### src/arpr_pkg.sv
package arpr_pkg;

    // Control port addresses
    localparam logic [6:0] ARPR_ADDR_RX_AIF = 7'h1C;
    localparam logic [6:0] ARPR_ADDR_READBACK = 7'h1D;
    localparam logic [6:0] ARPR_ADDR_POWER = 7'h1E;

    // Field positions
    localparam int ARPR_AIF_FMT_LSB = 0;
    localparam int ARPR_AIF_WL_LSB = 2;
    localparam int ARPR_AIF_BCP_BIT = 4;
    localparam int ARPR_AIF_LRP_BIT = 5;
    localparam int ARPR_AIF_MASTER_BIT = 6;
    localparam int ARPR_AIF_HOLD_BIT = 7;
    localparam int ARPR_RB_SEL_LSB = 0;
    localparam int ARPR_RB_CONTINUOUS_BIT = 3;
    localparam int ARPR_RB_FLAG_BIT = 4;
    localparam int ARPR_RB_MASK_BIT = 6;
    localparam int ARPR_RB_HIGH_BIT = 7;
    localparam int ARPR_PD_PLL_BIT = 0;
    localparam int ARPR_PD_RX_BIT = 1;
    localparam int ARPR_PD_TX_BIT = 2;

    // Reset values
    localparam logic [7:0] ARPR_RX_AIF_RESET = 8'h06;
    localparam logic [7:0] ARPR_READBACK_RESET = 8'h80;
    localparam logic [7:0] ARPR_POWER_RESET = 8'h07;
    // Writable bits; the rest read as zero
    localparam logic [7:0] ARPR_READBACK_WMASK = 8'hDF;
    localparam logic [7:0] ARPR_POWER_WMASK = 8'h07;

    // Readback select codes
    localparam logic [2:0] ARPR_SEL_INT = 3'h0;
    localparam logic [2:0] ARPR_SEL_CS1 = 3'h1;
    localparam logic [2:0] ARPR_SEL_CS5 = 3'h5;
    localparam logic [2:0] ARPR_SEL_SPDIF = 3'h6;

    // Audio word widths
    localparam int ARPR_WORD_W = 24;
    localparam int ARPR_FLAG_W = 4;
    localparam int ARPR_CS_REGS = 5;

    // Master clock timing: clk cycles per bit clock half period,
    // bit clocks per frame clock half period
    localparam int ARPR_BCLK_HALF_CYCLES = 4;
    localparam int ARPR_BCLKS_PER_HALF_FRAME = 32;

    typedef enum logic [1:0] {
        ARPR_FMT_RIGHT = 2'h0,
        ARPR_FMT_LEFT = 2'h1,
        ARPR_FMT_I2S = 2'h2,
        ARPR_FMT_DSP = 2'h3
    } arpr_format_type;

    typedef struct packed {
        logic clocks_hold_enable;
        logic interface_master_select;
        logic rx_frame_polarity_dsp_variant;
        logic bclk_invert;
        logic [1:0] rx_word_length;
        arpr_format_type rx_interface_format;
    } arpr_aif_type;

    typedef struct packed {
        logic rx_high_rate_enable;
        logic rx_truncation_mask;
        logic reserved;
        logic flag_append_enable;
        logic continuous_readback_enable;
        logic [2:0] readback_register_select;
    } arpr_readback_type;

    typedef struct packed {
        logic [4:0] reserved;
        logic transmitter_power_down;
        logic receiver_power_down;
        logic pll_power_down;
    } arpr_power_type;

    typedef struct packed {
        logic [7:0] int_status;
        logic [ARPR_CS_REGS-1:0][7:0] chan_status;
        logic [7:0] spdif_status;
    } arpr_status_type;

    typedef enum logic [1:0] {
        ARPR_CG_STOPPED = 2'b01,
        ARPR_CG_RUNNING = 2'b10
    } arpr_cg_state_type;

endpackage : arpr_pkg

### src/arpr_clock_gen.sv
`timescale 1ns/1ps
module arpr_clock_gen
    import arpr_pkg::*;
#(
    parameter int HALF_CYCLES = ARPR_BCLK_HALF_CYCLES,
    parameter int BCLKS_PER_HALF = ARPR_BCLKS_PER_HALF_FRAME
) (
    input wire logic clk,
    input wire logic rst,
    input wire logic run,
    input wire logic bclk_invert,
    input wire logic frame_invert,
    output logic bclk_o,
    output logic lrclk_o,
    output logic clocks_oe
);

    arpr_cg_state_type state_reg;
    logic [7:0] div_reg;
    logic [7:0] bit_reg;
    logic bclk_reg;
    logic lrclk_reg;
    logic wrap;
    logic fall;

    assign wrap = (div_reg == 8'(HALF_CYCLES - 1));
    assign fall = wrap && bclk_reg;

    always_ff @(posedge clk) begin
        if (rst) begin
            state_reg <= ARPR_CG_STOPPED;
        end else begin
            unique case (state_reg)
                ARPR_CG_STOPPED: if (run) state_reg <= ARPR_CG_RUNNING;
                ARPR_CG_RUNNING: if (!run) state_reg <= ARPR_CG_STOPPED;
                default: state_reg <= ARPR_CG_STOPPED;
            endcase
        end
    end

    // Restart from a frame boundary so the partner sees whole frames
    always_ff @(posedge clk) begin
        if (rst || state_reg != ARPR_CG_RUNNING) begin
            div_reg <= 8'h00;
            bit_reg <= 8'h00;
            bclk_reg <= 1'b0;
            lrclk_reg <= 1'b0;
        end else begin
            div_reg <= wrap ? 8'h00 : div_reg + 8'h01;
            if (wrap) bclk_reg <= ~bclk_reg;
            if (fall) begin
                if (bit_reg == 8'(BCLKS_PER_HALF - 1)) begin
                    bit_reg <= 8'h00;
                    lrclk_reg <= ~lrclk_reg;
                end else begin
                    bit_reg <= bit_reg + 8'h01;
                end
            end
        end
    end

    // Polarity applied in the output flop to keep pins glitch free
    always_ff @(posedge clk) begin
        if (rst) begin
            bclk_o <= 1'b0;
            lrclk_o <= 1'b0;
            clocks_oe <= 1'b0;
        end else begin
            bclk_o <= bclk_reg ^ bclk_invert;
            lrclk_o <= lrclk_reg ^ frame_invert;
            clocks_oe <= (state_reg == ARPR_CG_RUNNING);
        end
    end

endmodule : arpr_clock_gen

### src/arpr_regs.sv
`timescale 1ns/1ps
// What this block does
// - Polarity bit 5 inverts frame clock, or picks DSP mode B in DSP.
// - Master select 0: bit and frame clocks are inputs from partner.
// - Master select 1: device drives bit and frame clocks while S/PDIF is locked with receiver powered, or bit 7 set.
// - Master only: bit 7 keeps clocks running after S/PDIF loss.
// - Select field picks readback status: interrupt, channel 1-5, S/PDIF.
// - Bit 3 enables continuous readback; reset disabled.
// - Bit 4 appends status flags to audio data; reset disabled.
// - Mask bit 6 clear truncates words to channel status length.
// - Bit 7 allows 192kHz receive, else 96kHz max; reset enabled.
// - Power bits 0,1,2 disable PLL, receiver, transmitter; reset to 1.
// - Format field: 00 right, 01 left, 10 I2S, 11 DSP.
// - Clearing transmitter power-down enables the transmitter.
module arpr_regs
    import arpr_pkg::*;
#(
    parameter int HALF_CYCLES = ARPR_BCLK_HALF_CYCLES,
    parameter int BCLKS_PER_HALF = ARPR_BCLKS_PER_HALF_FRAME
) (
    input wire logic clk,
    input wire logic rst,
    input wire logic [6:0] reg_addr,
    input wire logic [7:0] reg_wdata,
    input wire logic reg_write,
    input wire logic reg_read,
    output logic [7:0] reg_rdata,
    output logic reg_rdata_valid,
    input wire arpr_status_type status_in,
    output logic [7:0] status_readback,
    output logic status_readback_valid,
    input wire logic spdif_lock_pin,
    input wire logic bclk_i,
    input wire logic lrclk_i,
    output logic bclk_o,
    output logic bclk_oe,
    output logic lrclk_o,
    output logic lrclk_oe,
    output logic slave_frame_clk,
    output logic slave_bit_clk,
    output logic dsp_mode_b,
    output arpr_format_type rx_format,
    input wire logic [ARPR_WORD_W-1:0] rx_word,
    input wire logic [4:0] rx_word_bits,
    input wire logic [ARPR_FLAG_W-1:0] rx_flags,
    input wire logic rx_word_valid,
    output logic [ARPR_FLAG_W+ARPR_WORD_W-1:0] rx_out_word,
    output logic rx_out_valid,
    output logic rx_high_rate_enable,
    output logic pll_power_down,
    output logic receiver_power_down,
    output logic transmitter_power_down
);

    arpr_aif_type aif_reg;
    arpr_readback_type rb_reg;
    arpr_power_type pwr_reg;

    // Control writes
    always_ff @(posedge clk) begin
        if (rst) begin
            aif_reg <= arpr_aif_type'(ARPR_RX_AIF_RESET);
            rb_reg <= arpr_readback_type'(ARPR_READBACK_RESET);
            pwr_reg <= arpr_power_type'(ARPR_POWER_RESET);
        end else if (reg_write) begin
            unique case (reg_addr)
                ARPR_ADDR_RX_AIF: aif_reg <= arpr_aif_type'(reg_wdata);
                ARPR_ADDR_READBACK:
                    rb_reg <= arpr_readback_type'(reg_wdata
                        & ARPR_READBACK_WMASK);
                ARPR_ADDR_POWER:
                    pwr_reg <= arpr_power_type'(reg_wdata
                        & ARPR_POWER_WMASK);
                default: ;
            endcase
        end
    end

    // Control reads; unmapped addresses answer zero
    always_ff @(posedge clk) begin
        if (rst) begin
            reg_rdata <= 8'h00;
            reg_rdata_valid <= 1'b0;
        end else begin
            reg_rdata_valid <= reg_read;
            if (reg_read) begin
                unique case (reg_addr)
                    ARPR_ADDR_RX_AIF: reg_rdata <= aif_reg;
                    ARPR_ADDR_READBACK: reg_rdata <= rb_reg;
                    ARPR_ADDR_POWER: reg_rdata <= pwr_reg;
                    default: reg_rdata <= 8'h00;
                endcase
            end
        end
    end

    // Status readback mux
    logic [7:0] status_sel;
    always_comb begin
        status_sel = 8'h00;
        if (rb_reg.readback_register_select == ARPR_SEL_INT) begin
            status_sel = status_in.int_status;
        end else if (rb_reg.readback_register_select <= ARPR_SEL_CS5) begin
            status_sel = status_in.chan_status[
                rb_reg.readback_register_select - ARPR_SEL_CS1];
        end else if (rb_reg.readback_register_select == ARPR_SEL_SPDIF) begin
            status_sel = status_in.spdif_status;
        end
    end

    // Continuous mode refreshes every cycle, otherwise only on a read
    always_ff @(posedge clk) begin
        if (rst) begin
            status_readback <= 8'h00;
            status_readback_valid <= 1'b0;
        end else begin
            status_readback_valid <= reg_read
                || rb_reg.continuous_readback_enable;
            if (reg_read || rb_reg.continuous_readback_enable) begin
                status_readback <= status_sel;
            end
        end
    end

    // Pin synchronisers: lock, bit clock, frame clock
    logic [2:0] pin_raw;
    logic [2:0] pin_s1_reg;
    logic [2:0] pin_s2_reg;
    logic [2:0] pin_s3_reg;
    logic [2:0] pin_stable_reg;
    assign pin_raw = {lrclk_i, bclk_i, spdif_lock_pin};

    always_ff @(posedge clk) begin
        if (rst) begin
            pin_s1_reg <= 3'h0;
            pin_s2_reg <= 3'h0;
            pin_s3_reg <= 3'h0;
        end else begin
            pin_s1_reg <= pin_raw;
            pin_s2_reg <= pin_s1_reg;
            pin_s3_reg <= pin_s2_reg;
        end
    end

    genvar g;
    generate
        for (g = 0; g < 3; g++) begin : g_pin
            always_ff @(posedge clk) begin
                if (rst) begin
                    pin_stable_reg[g] <= 1'b0;
                end else if (pin_s2_reg[g] == pin_s3_reg[g]) begin
                    pin_stable_reg[g] <= pin_s3_reg[g];
                end
            end
        end
    endgenerate

    logic source_present;
    logic frame_invert;
    logic clk_run;
    logic gen_bclk;
    logic gen_lrclk;
    logic gen_oe;

    // Receiver powered down counts as no source
    assign source_present = pin_stable_reg[0] && !pwr_reg.receiver_power_down;
    assign frame_invert = aif_reg.rx_frame_polarity_dsp_variant
        && (aif_reg.rx_interface_format != ARPR_FMT_DSP);
    assign clk_run = aif_reg.interface_master_select
        && (source_present || aif_reg.clocks_hold_enable);

    arpr_clock_gen #(
        .HALF_CYCLES(HALF_CYCLES),
        .BCLKS_PER_HALF(BCLKS_PER_HALF)
    ) u_clock_gen (
        .clk(clk),
        .rst(rst),
        .run(clk_run),
        .bclk_invert(aif_reg.bclk_invert),
        .frame_invert(frame_invert),
        .bclk_o(gen_bclk),
        .lrclk_o(gen_lrclk),
        .clocks_oe(gen_oe)
    );

    // Pin drive; in slave mode both clocks are inputs
    always_ff @(posedge clk) begin
        if (rst) begin
            bclk_o <= 1'b0;
            lrclk_o <= 1'b0;
            bclk_oe <= 1'b0;
            lrclk_oe <= 1'b0;
        end else begin
            bclk_o <= gen_bclk;
            lrclk_o <= gen_lrclk;
            bclk_oe <= gen_oe && aif_reg.interface_master_select;
            lrclk_oe <= gen_oe && aif_reg.interface_master_select;
        end
    end

    // Partner-driven clocks as seen by the receive formatter
    always_ff @(posedge clk) begin
        if (rst) begin
            slave_frame_clk <= 1'b0;
            slave_bit_clk <= 1'b0;
            dsp_mode_b <= 1'b0;
            rx_format <= ARPR_FMT_I2S;
        end else begin
            slave_frame_clk <= pin_stable_reg[2] ^ frame_invert;
            slave_bit_clk <= pin_stable_reg[1] ^ aif_reg.bclk_invert;
            dsp_mode_b <= aif_reg.rx_frame_polarity_dsp_variant
                && (aif_reg.rx_interface_format == ARPR_FMT_DSP);
            rx_format <= aif_reg.rx_interface_format;
        end
    end

    // Truncation mask from channel status word length
    logic [ARPR_WORD_W-1:0] keep_mask;
    logic [4:0] bits_clamped;
    always_comb begin
        bits_clamped = (rx_word_bits > 5'(ARPR_WORD_W))
            ? 5'(ARPR_WORD_W) : rx_word_bits;
        keep_mask = '1;
        if (!rb_reg.rx_truncation_mask) begin
            keep_mask = ~((ARPR_WORD_W)'({ARPR_WORD_W{1'b1}}
                >> bits_clamped));
        end
    end

    always_ff @(posedge clk) begin
        if (rst) begin
            rx_out_word <= '0;
            rx_out_valid <= 1'b0;
        end else begin
            rx_out_valid <= rx_word_valid;
            if (rx_word_valid) begin
                rx_out_word <= {
                    rx_flags & {ARPR_FLAG_W{rb_reg.flag_append_enable}},
                    rx_word & keep_mask};
            end
        end
    end

    // Power and rate controls out to the analogue and receiver blocks
    always_ff @(posedge clk) begin
        if (rst) begin
            rx_high_rate_enable <= 1'b1;
            pll_power_down <= 1'b1;
            receiver_power_down <= 1'b1;
            transmitter_power_down <= 1'b1;
        end else begin
            rx_high_rate_enable <= rb_reg.rx_high_rate_enable;
            pll_power_down <= pwr_reg.pll_power_down;
            receiver_power_down <= pwr_reg.receiver_power_down;
            transmitter_power_down <= pwr_reg.transmitter_power_down;
        end
    end

endmodule : arpr_regs

### config.mk
export PLATFORM = sky130hd
export DESIGN_NAME = arpr_regs
export DESIGN_NICKNAME = d
export VERILOG_FILES = /design/src/arpr_pkg.sv /design/src/arpr_clock_gen.sv /design/src/arpr_regs.sv
export SDC_FILE = /design/constraint.sdc
export NUM_CORES = 1
export LEC_CHECK = 0
export BUFFER_PORTS_ARGS = -buffer_cell sky130_fd_sc_hd__buf_2
export CAP_MARGIN = 20
export CORE_ASPECT_RATIO = 0.9
export CORE_UTILIZATION = 53
export CTS_CLUSTER_DIAMETER = 150
export DETAILED_ROUTE_END_ITERATION = 8
export GPL_ROUTABILITY_DRIVEN = 0
export PLACE_DENSITY = 0.84
export SLEW_MARGIN = 20
export SYNTH_ARGS = -nofsm -noshare
export SYNTH_HDL_FRONTEND = slang
export SYNTH_SLANG_ARGS = --single-unit
### constraint.sdc
create_clock -name clk -period 4.3 [get_ports clk]
set_input_delay 0.215 -clock clk [delete_from_list [all_inputs] [get_ports clk]]
set_output_delay 0.215 -clock clk [all_outputs]
set_load 0.01 [all_outputs]
After elaboration in Yosys (flattened, before gate mapping)
Cells that the tools add are included.
{"block": "word_totals", "ff_bits": 112, "latchBits": 0, "mem_bits_rw": 0, "romBits": 0, "in_bits": 112, "out_inout_bits": 60, "wordCells": 106, "n_memories": 0}
{"block": "classes", "n_addsub": 3, "multipliers": 0, "n_div": 0, "n_lt_le_gt_ge": 3, "n_eq_ne": 16, "shift": 1, "mux": 12, "bitwise_logic": 9, "reduce_logical": 17}
{"operator": "two-way mux 8 bit", "n": 5}
{"operator": "AND 24 bit", "n": 1}
{"operator": "binary-select mux 8 bit (select 3 bit)", "n": 1}
{"operator": "two-way mux 24 bit", "n": 1}
{"operator": "inverter 24 bit", "n": 1}
{"operator": "one-hot mux 8 bit (3 select lines)", "n": 1}
{"operator": "right shift 24 x 5 -> 24 bit (first input constant)", "n": 1}
{"operator": "== test 7 x 5 -> 1 bit (second input constant)", "n": 3}
{"operator": "adder 8 x 1 -> 8 bit (second input constant)", "n": 2}
{"operator": "AND reduction 2 bit", "n": 5}
{"operator": "== test 8 x 2 -> 1 bit (second input constant)", "n": 1}
{"operator": "== test 8 x 5 -> 1 bit (second input constant)", "n": 1}
{"operator": "logical AND 1 bit", "n": 6}
{"operator": "inequality test 2 bit (second input constant)", "n": 3}
{"operator": "greater-than comparator 5 bit (second input constant)", "n": 1}
{"operator": "two-way mux 5 bit", "n": 1}
{"operator": "AND 4 bit", "n": 1}
{"operator": "== test 2 bit (second input constant)", "n": 2}
{"operator": "less-than comparator 3 x 4 -> 1 bit (second input constant)", "n": 1}
{"operator": "two-way mux 2 bit", "n": 2}
{"operator": "one-hot mux 2 bit (2 select lines)", "n": 1}
{"operator": "bitwise XOR 1 bit", "n": 4}
{"operator": "== test 1 bit", "n": 3}
{"operator": "== test 3 bit (second input constant)", "n": 1}
{"operator": "9 further kinds", "n": 12}

Depth between registers and ports, before layout
{"block": "depth", "depth_word": 6, "mapped_depth": 8, "mapped_depth_nobuf": 6}

Hierarchy
From an unflattened synthesis, not the netlist that was laid out.
{"block": "hier_totals", "hier_cells": 522, "area_unflattened_um2": 4906.0}
{"module": "arpr_regs", "n_inst": 1, "cells_each": 426, "area_each_um2": 3962.6, "seq_area_each_um2": 1781.7}
{"module": "arpr_clock_gen", "n_inst": 1, "cells_each": 96, "area_each_um2": 943.4, "seq_area_each_um2": 460.4}

Worst setup path after synthesis
Ideal clock, no wire load.
{"block": "synth_path", "kind": "register to register", "start": "register rb_reg[0] in the netlist's numbering", "end": "register status_readback[0]", "setup_time_ps": 79, "arrival_time_ps": 2023, "required_ps": 4221, "setup_slack_ps": 2198, "path_stages_with_launch": 9, "path_buffers": 2, "synth_period_minus_slack_ps": 2102, "path_cell_list": "dfxtp_1 buf_4 inv_1 ha_1 clkbuf_1 nand2_1 a21oi_1 a221oi_1 o211ai_1"}
{"block": "synth_via", "elab_chain_len": 5, "word_cells_on_any_way": 9, "cone_classes": "add/sub: 1; order compare: 1; eq/ne: 1; mux: 5; reduce/logical: 1"}
{"item": "start, declared", "line": "arpr_regs.sv:56", "text": "arpr_readback_type rb_reg;"}
{"item": "start signal, assigned", "line": "arpr_regs.sv:63", "text": "rb_reg <= arpr_readback_type'(ARPR_READBACK_RESET);"}
{"item": "start signal, assigned", "line": "arpr_regs.sv:69", "text": "rb_reg <= arpr_readback_type'(reg_wdata"}
{"item": "subtractor 3 x 1 -> 3 bit", "line": "arpr_regs.sv:105", "text": "rb_reg.readback_register_select - ARPR_SEL_CS1];"}
{"item": "binary-select mux 8 bit (select 3 bit)", "line": "arpr_regs.sv:104", "text": "status_sel = status_in.chan_status["}
{"item": "two-way mux 8 bit (not written as such)", "line": "arpr_regs.sv:104"}
{"item": "two-way mux 8 bit", "line": "arpr_regs.sv:103", "text": "end else if (rb_reg.readback_register_select <= ARPR_SEL_CS5) begin"}
{"item": "two-way mux 8 bit *", "line": "arpr_regs.sv:101", "text": "if (rb_reg.readback_register_select == ARPR_SEL_INT) begin"}
{"item": "end signal, assigned", "line": "arpr_regs.sv:120", "text": "status_readback <= status_sel;"}
{"item": "end, declared", "line": "arpr_regs.sv:30", "text": "output logic [7:0] status_readback,"}
Every way passes the cells marked *; elsewhere a longest branch is shown, timed or not. The select of a mux whose other input is x is not followed.
A chain may end at the register's enable or synchronous reset.

Final worst setup path
{"block": "layout_path", "start": "register rb_reg[0] in the netlist's numbering", "end": "register status_readback[7]"}
The elaborated chain is that of the path after synthesis.

==> results.sh <==
export IMPL_cts_setup_buffers=0
export IMPL_leakage_nw=2.49
export IMPL_clkPwrFrac_pct=34.0
export IMPL_fin_worst_skew_ns=0.0119
export IMPL_ctsResizeCount=0
export IMPL_regArea_um2=2240
export IMPL_cts_num_sinks=112
export IMPL_largest_reg_flops=28
export IMPL_syn_nets=645
export IMPL_setup_viol=0
export IMPL_p_comb_share_pct=9.4
export IMPL_ys_seq_area_share_pct=46.7
export IMPL_critical_path_class="register to register"
export IMPL_finalHoldViolCount=0
export IMPL_hold_class="input port to register"
export IMPL_switching_share_pct=24.8
export IMPL_cp_arrival_ns=2.97
export IMPL_synth_top_family_by_area="simple AND/OR/NAND/NOR gates"
export IMPL_synth_fa_ha_area_share_pct=1.56
export IMPL_final_setup_tns_ns=0
export IMPL_dr_total_vias=4579
export IMPL_coreArea_um2=8690
export IMPL_largest_register="rx_out_word"
export IMPL_yosysWarnings=0
export IMPL_seq_power_share_pct=56.6
export IMPL_layout_commonest_cell="buf_2"
export IMPL_io_pins=172
export IMPL_fin_crit_ns=2.67
export IMPL_ys_ff_latch=112
export IMPL_clk_pin_slew_ns=0.11
export IMPL_cts_tree="yes"
export IMPL_grt_ovfl_total=0
export IMPL_muxShareOfSynthArea_pct=7.82
export IMPL_via_per_inst=5.70
export IMPL_antennaDiodeCount=0
export IMPL_numPortBuffers=171
export IMPL_end_kind="register"
export IMPL_worst_pin_slew_ns=1.01
export IMPL_hold_buffers=0
export IMPL_synth_simple_area_share_pct=21.3
export IMPL_status="finished, final reports clean"
export IMPL_grt_pass1_vias=4098
export IMPL_antenna_found_initial=0
export IMPL_cts_buffers=9
export IMPL_place_ws_ns=1.69
export IMPL_worstPathMaxFanout=14
export IMPL_p_int_w=0.00142
export IMPL_grt_max_degree=58
export IMPL_synth_distinct_cells=48
export IMPL_final_cell_mix="buf_2 (171), dfxtp_1 (112), nand2_1 (60)"
export IMPL_clockRootBuffer="clkbuf_8"
export IMPL_wl_um=12400
export IMPL_postSynthCellCount=527
export IMPL_die_h_um=92.3
export IMPL_critPathLaunchType="register"
export IMPL_max_cap_violations=0
export IMPL_slew_headroom_pct=32.3
export IMPL_clkLatencyLatePin_ns=0.37
export IMPL_grt_usage_pct=26.3
export IMPL_multi_input_area_um2=2390
export IMPL_cp_cell_sequence="inv_1 > ha_1 > nand2_1 > a21oi_1 > a221oi_1 > o211ai_1"
export IMPL_instances_no_fill=804
export IMPL_layout_nets=798
export IMPL_powerDensity_nw_per_um2=319
export IMPL_grt_setup_unrepaired="false"
export IMPL_fin_crit_sh_pct=62.0
export IMPL_slowest_stage="dfxtp_1"
export IMPL_netlist_area_um2=4800
export IMPL_drtIter0Drc=245
export IMPL_nFillCells=703
export IMPL_synth_xor_area_share_pct=3.29
export IMPL_dp_cells=788
export IMPL_clock_path_buffers=2
export IMPL_wire_per_inst_um=15.5
export IMPL_final_max_slew_viol_count=0
export IMPL_hpwl_um=9180
export IMPL_fmax_ghz=0.375
export IMPL_areaGrowthSynthToFinish_pct=23.0
export IMPL_cp_required_ns=4.61
export IMPL_start_util_pct=55.2
export IMPL_ant_nets=0
export IMPL_dieArea_um2=9440
export IMPL_drc=0
export IMPL_grt_pass1_wl_um=19400
export IMPL_critPathMaxStageDelay_ns=0.78
export IMPL_final_layout_size_suffix_gt1_share_pct=30.8
export IMPL_layout_setup_ws_ns=1.63
export IMPL_h_tree_depth=3
export IMPL_p_sw_w=0.000467
export IMPL_vdd_drop_max_v=0.000216
export IMPL_firstDrtPassIters=6
export IMPL_avgSynthCellArea_um2=9.11
export IMPL_synth_compound_area_share_pct=15.7
export IMPL_die_width_um=102
export IMPL_rows=32
-- power by group through the flow --
stage	sequential [W]	clock (W)	combinational, W
3_5_place_dp	0.00109	0	0.000173
3_3_place_gp	0.00109	0	0.000168
2_1_floorplan	0.00110	0	0.0000767
6_report	0.00107	0.000640	0.000176
5_1_grt	0.00107	0.000692	0.000192
4_1_cts	0.00107	0.000652	0.000175
-- per-layer routing --
| layer | vias to the layer above | share of wire, % | global-route usage, % | routed length [um] |
|---|---|---|---|---|
| met3 | 29 | 6.5 | 6.02 | 810 |
| met1 | 2160 | 42 | 32.4 | 5180 |
| met4 | 0 | 2.2 | 6.31 | 271 |
| li1 | 2169 | - | - | - |
| met2 | 221 | 50 | 45.8 | 6190 |
| met5 | - | 0 | 0 | 0 |
-- kinds of logic (layout without fill, tap and decap cells) --
family	count (synthesis)	after routing
AO/OA/AOI/OAI	118	118
XOR/XNOR	18	18
adder cells (fa/ha/maj)	6	6
buffers and inverters	43	201
flip-flops	112	112
multiplexers	27	27
AND/OR/NAND/NOR	203	203
-- critical path: cells and delay by family, from the launching register on --
kind	cells	cell delay, ns
adders and majority gates	1	0.55
DFF	1	0.78
AOI/OAI and AO/OA	3	1.00
and+or+nand+nor	1	0.09
buffers and inverters	1	0.19
-- cell usage after synthesis (all sizes together) --
library cell / count / area [um2]
and2: 2 / 12.5
xor2: 11 / 96.3
mux2i: 15 / 150
o311ai: 2 / 17.5
nand3b: 2 / 15.0
a21boi: 2 / 15.0
a21oi: 44 / 220
o21ai: 22 / 110
a31oi: 1 / 6.26
o211ai: 14 / 105
or4: 1 / 7.51
a22o: 3 / 26.3
nor4: 2 / 27.5
o2111ai: 8 / 70.1
a21o: 5 / 37.5
dfxtp: 112 / 2240
mux2: 4 / 45.0
inv: 12 / 45.0
nor3: 7 / 40.0
nand2: 60 / 225
o311a: 1 / 10.0
or4b: 1 / 10.0
clkbuf: 24 / 90.1
or3: 3 / 18.8
and4: 1 / 8.76
a221oi: 8 / 70.1
ha: 6 / 75.1
mux4: 8 / 180
xnor2: 7 / 61.3
nor2b: 15 / 93.8
and3: 6 / 38.8
a211o: 5 / 43.8
or2: 5 / 31.3
o21a: 3 / 22.5
nor4b: 2 / 32.5
nand4b: 2 / 32.5
nand4: 6 / 37.5
nand2b: 10 / 62.6
buf: 7 / 36.3
nor2: 50 / 188
nand3: 28 / 140
-- through the flow --
stage | power (W) | util [%] | area (um2) | hold WS (ns)
floorplan | 0.00117 | - | 4800 | 0.298
global placement | 0.00126 | 65.6 | 5700 | 0.422
detailed placement | 0.00126 | 65.6 | 5700 | 0.425
CTS | 0.00189 | 67.9 | 5900 | 0.0339
global route | 0.00195 | 67.9 | 5900 | 0.0588
finish | 0.00188 | 67.9 | 5900 | 0.0410
-- cell type report --
| cell class | instances | share of cell area (%) |
|---|---|---|
| clock inverter | 6 | 1.29 |
| inverter | 12 | 0.763 |
| clock buffer | 10 | 2.16 |
| timing repair buffer | 173 | 14.8 |
| sequential | 112 | 38.0 |
| multi-input combinational | 372 | 40.5 |
| tap | 119 | 2.52 |
-- worst paths after layout --
kind              cells after the start  slack (ns)     startpoint                 end
setup / recovery                      6        1.63      rb_reg[0]  status_readback[7]
hold / removal                        2        0.04         bclk_i       pin_s1_reg[1]
setup reg to reg                      6        1.63      rb_reg[0]  status_readback[7]
hold reg to reg                       1        0.45  pin_s1_reg[2]       pin_s2_reg[2]
Power figures use the tool's default switching activity.
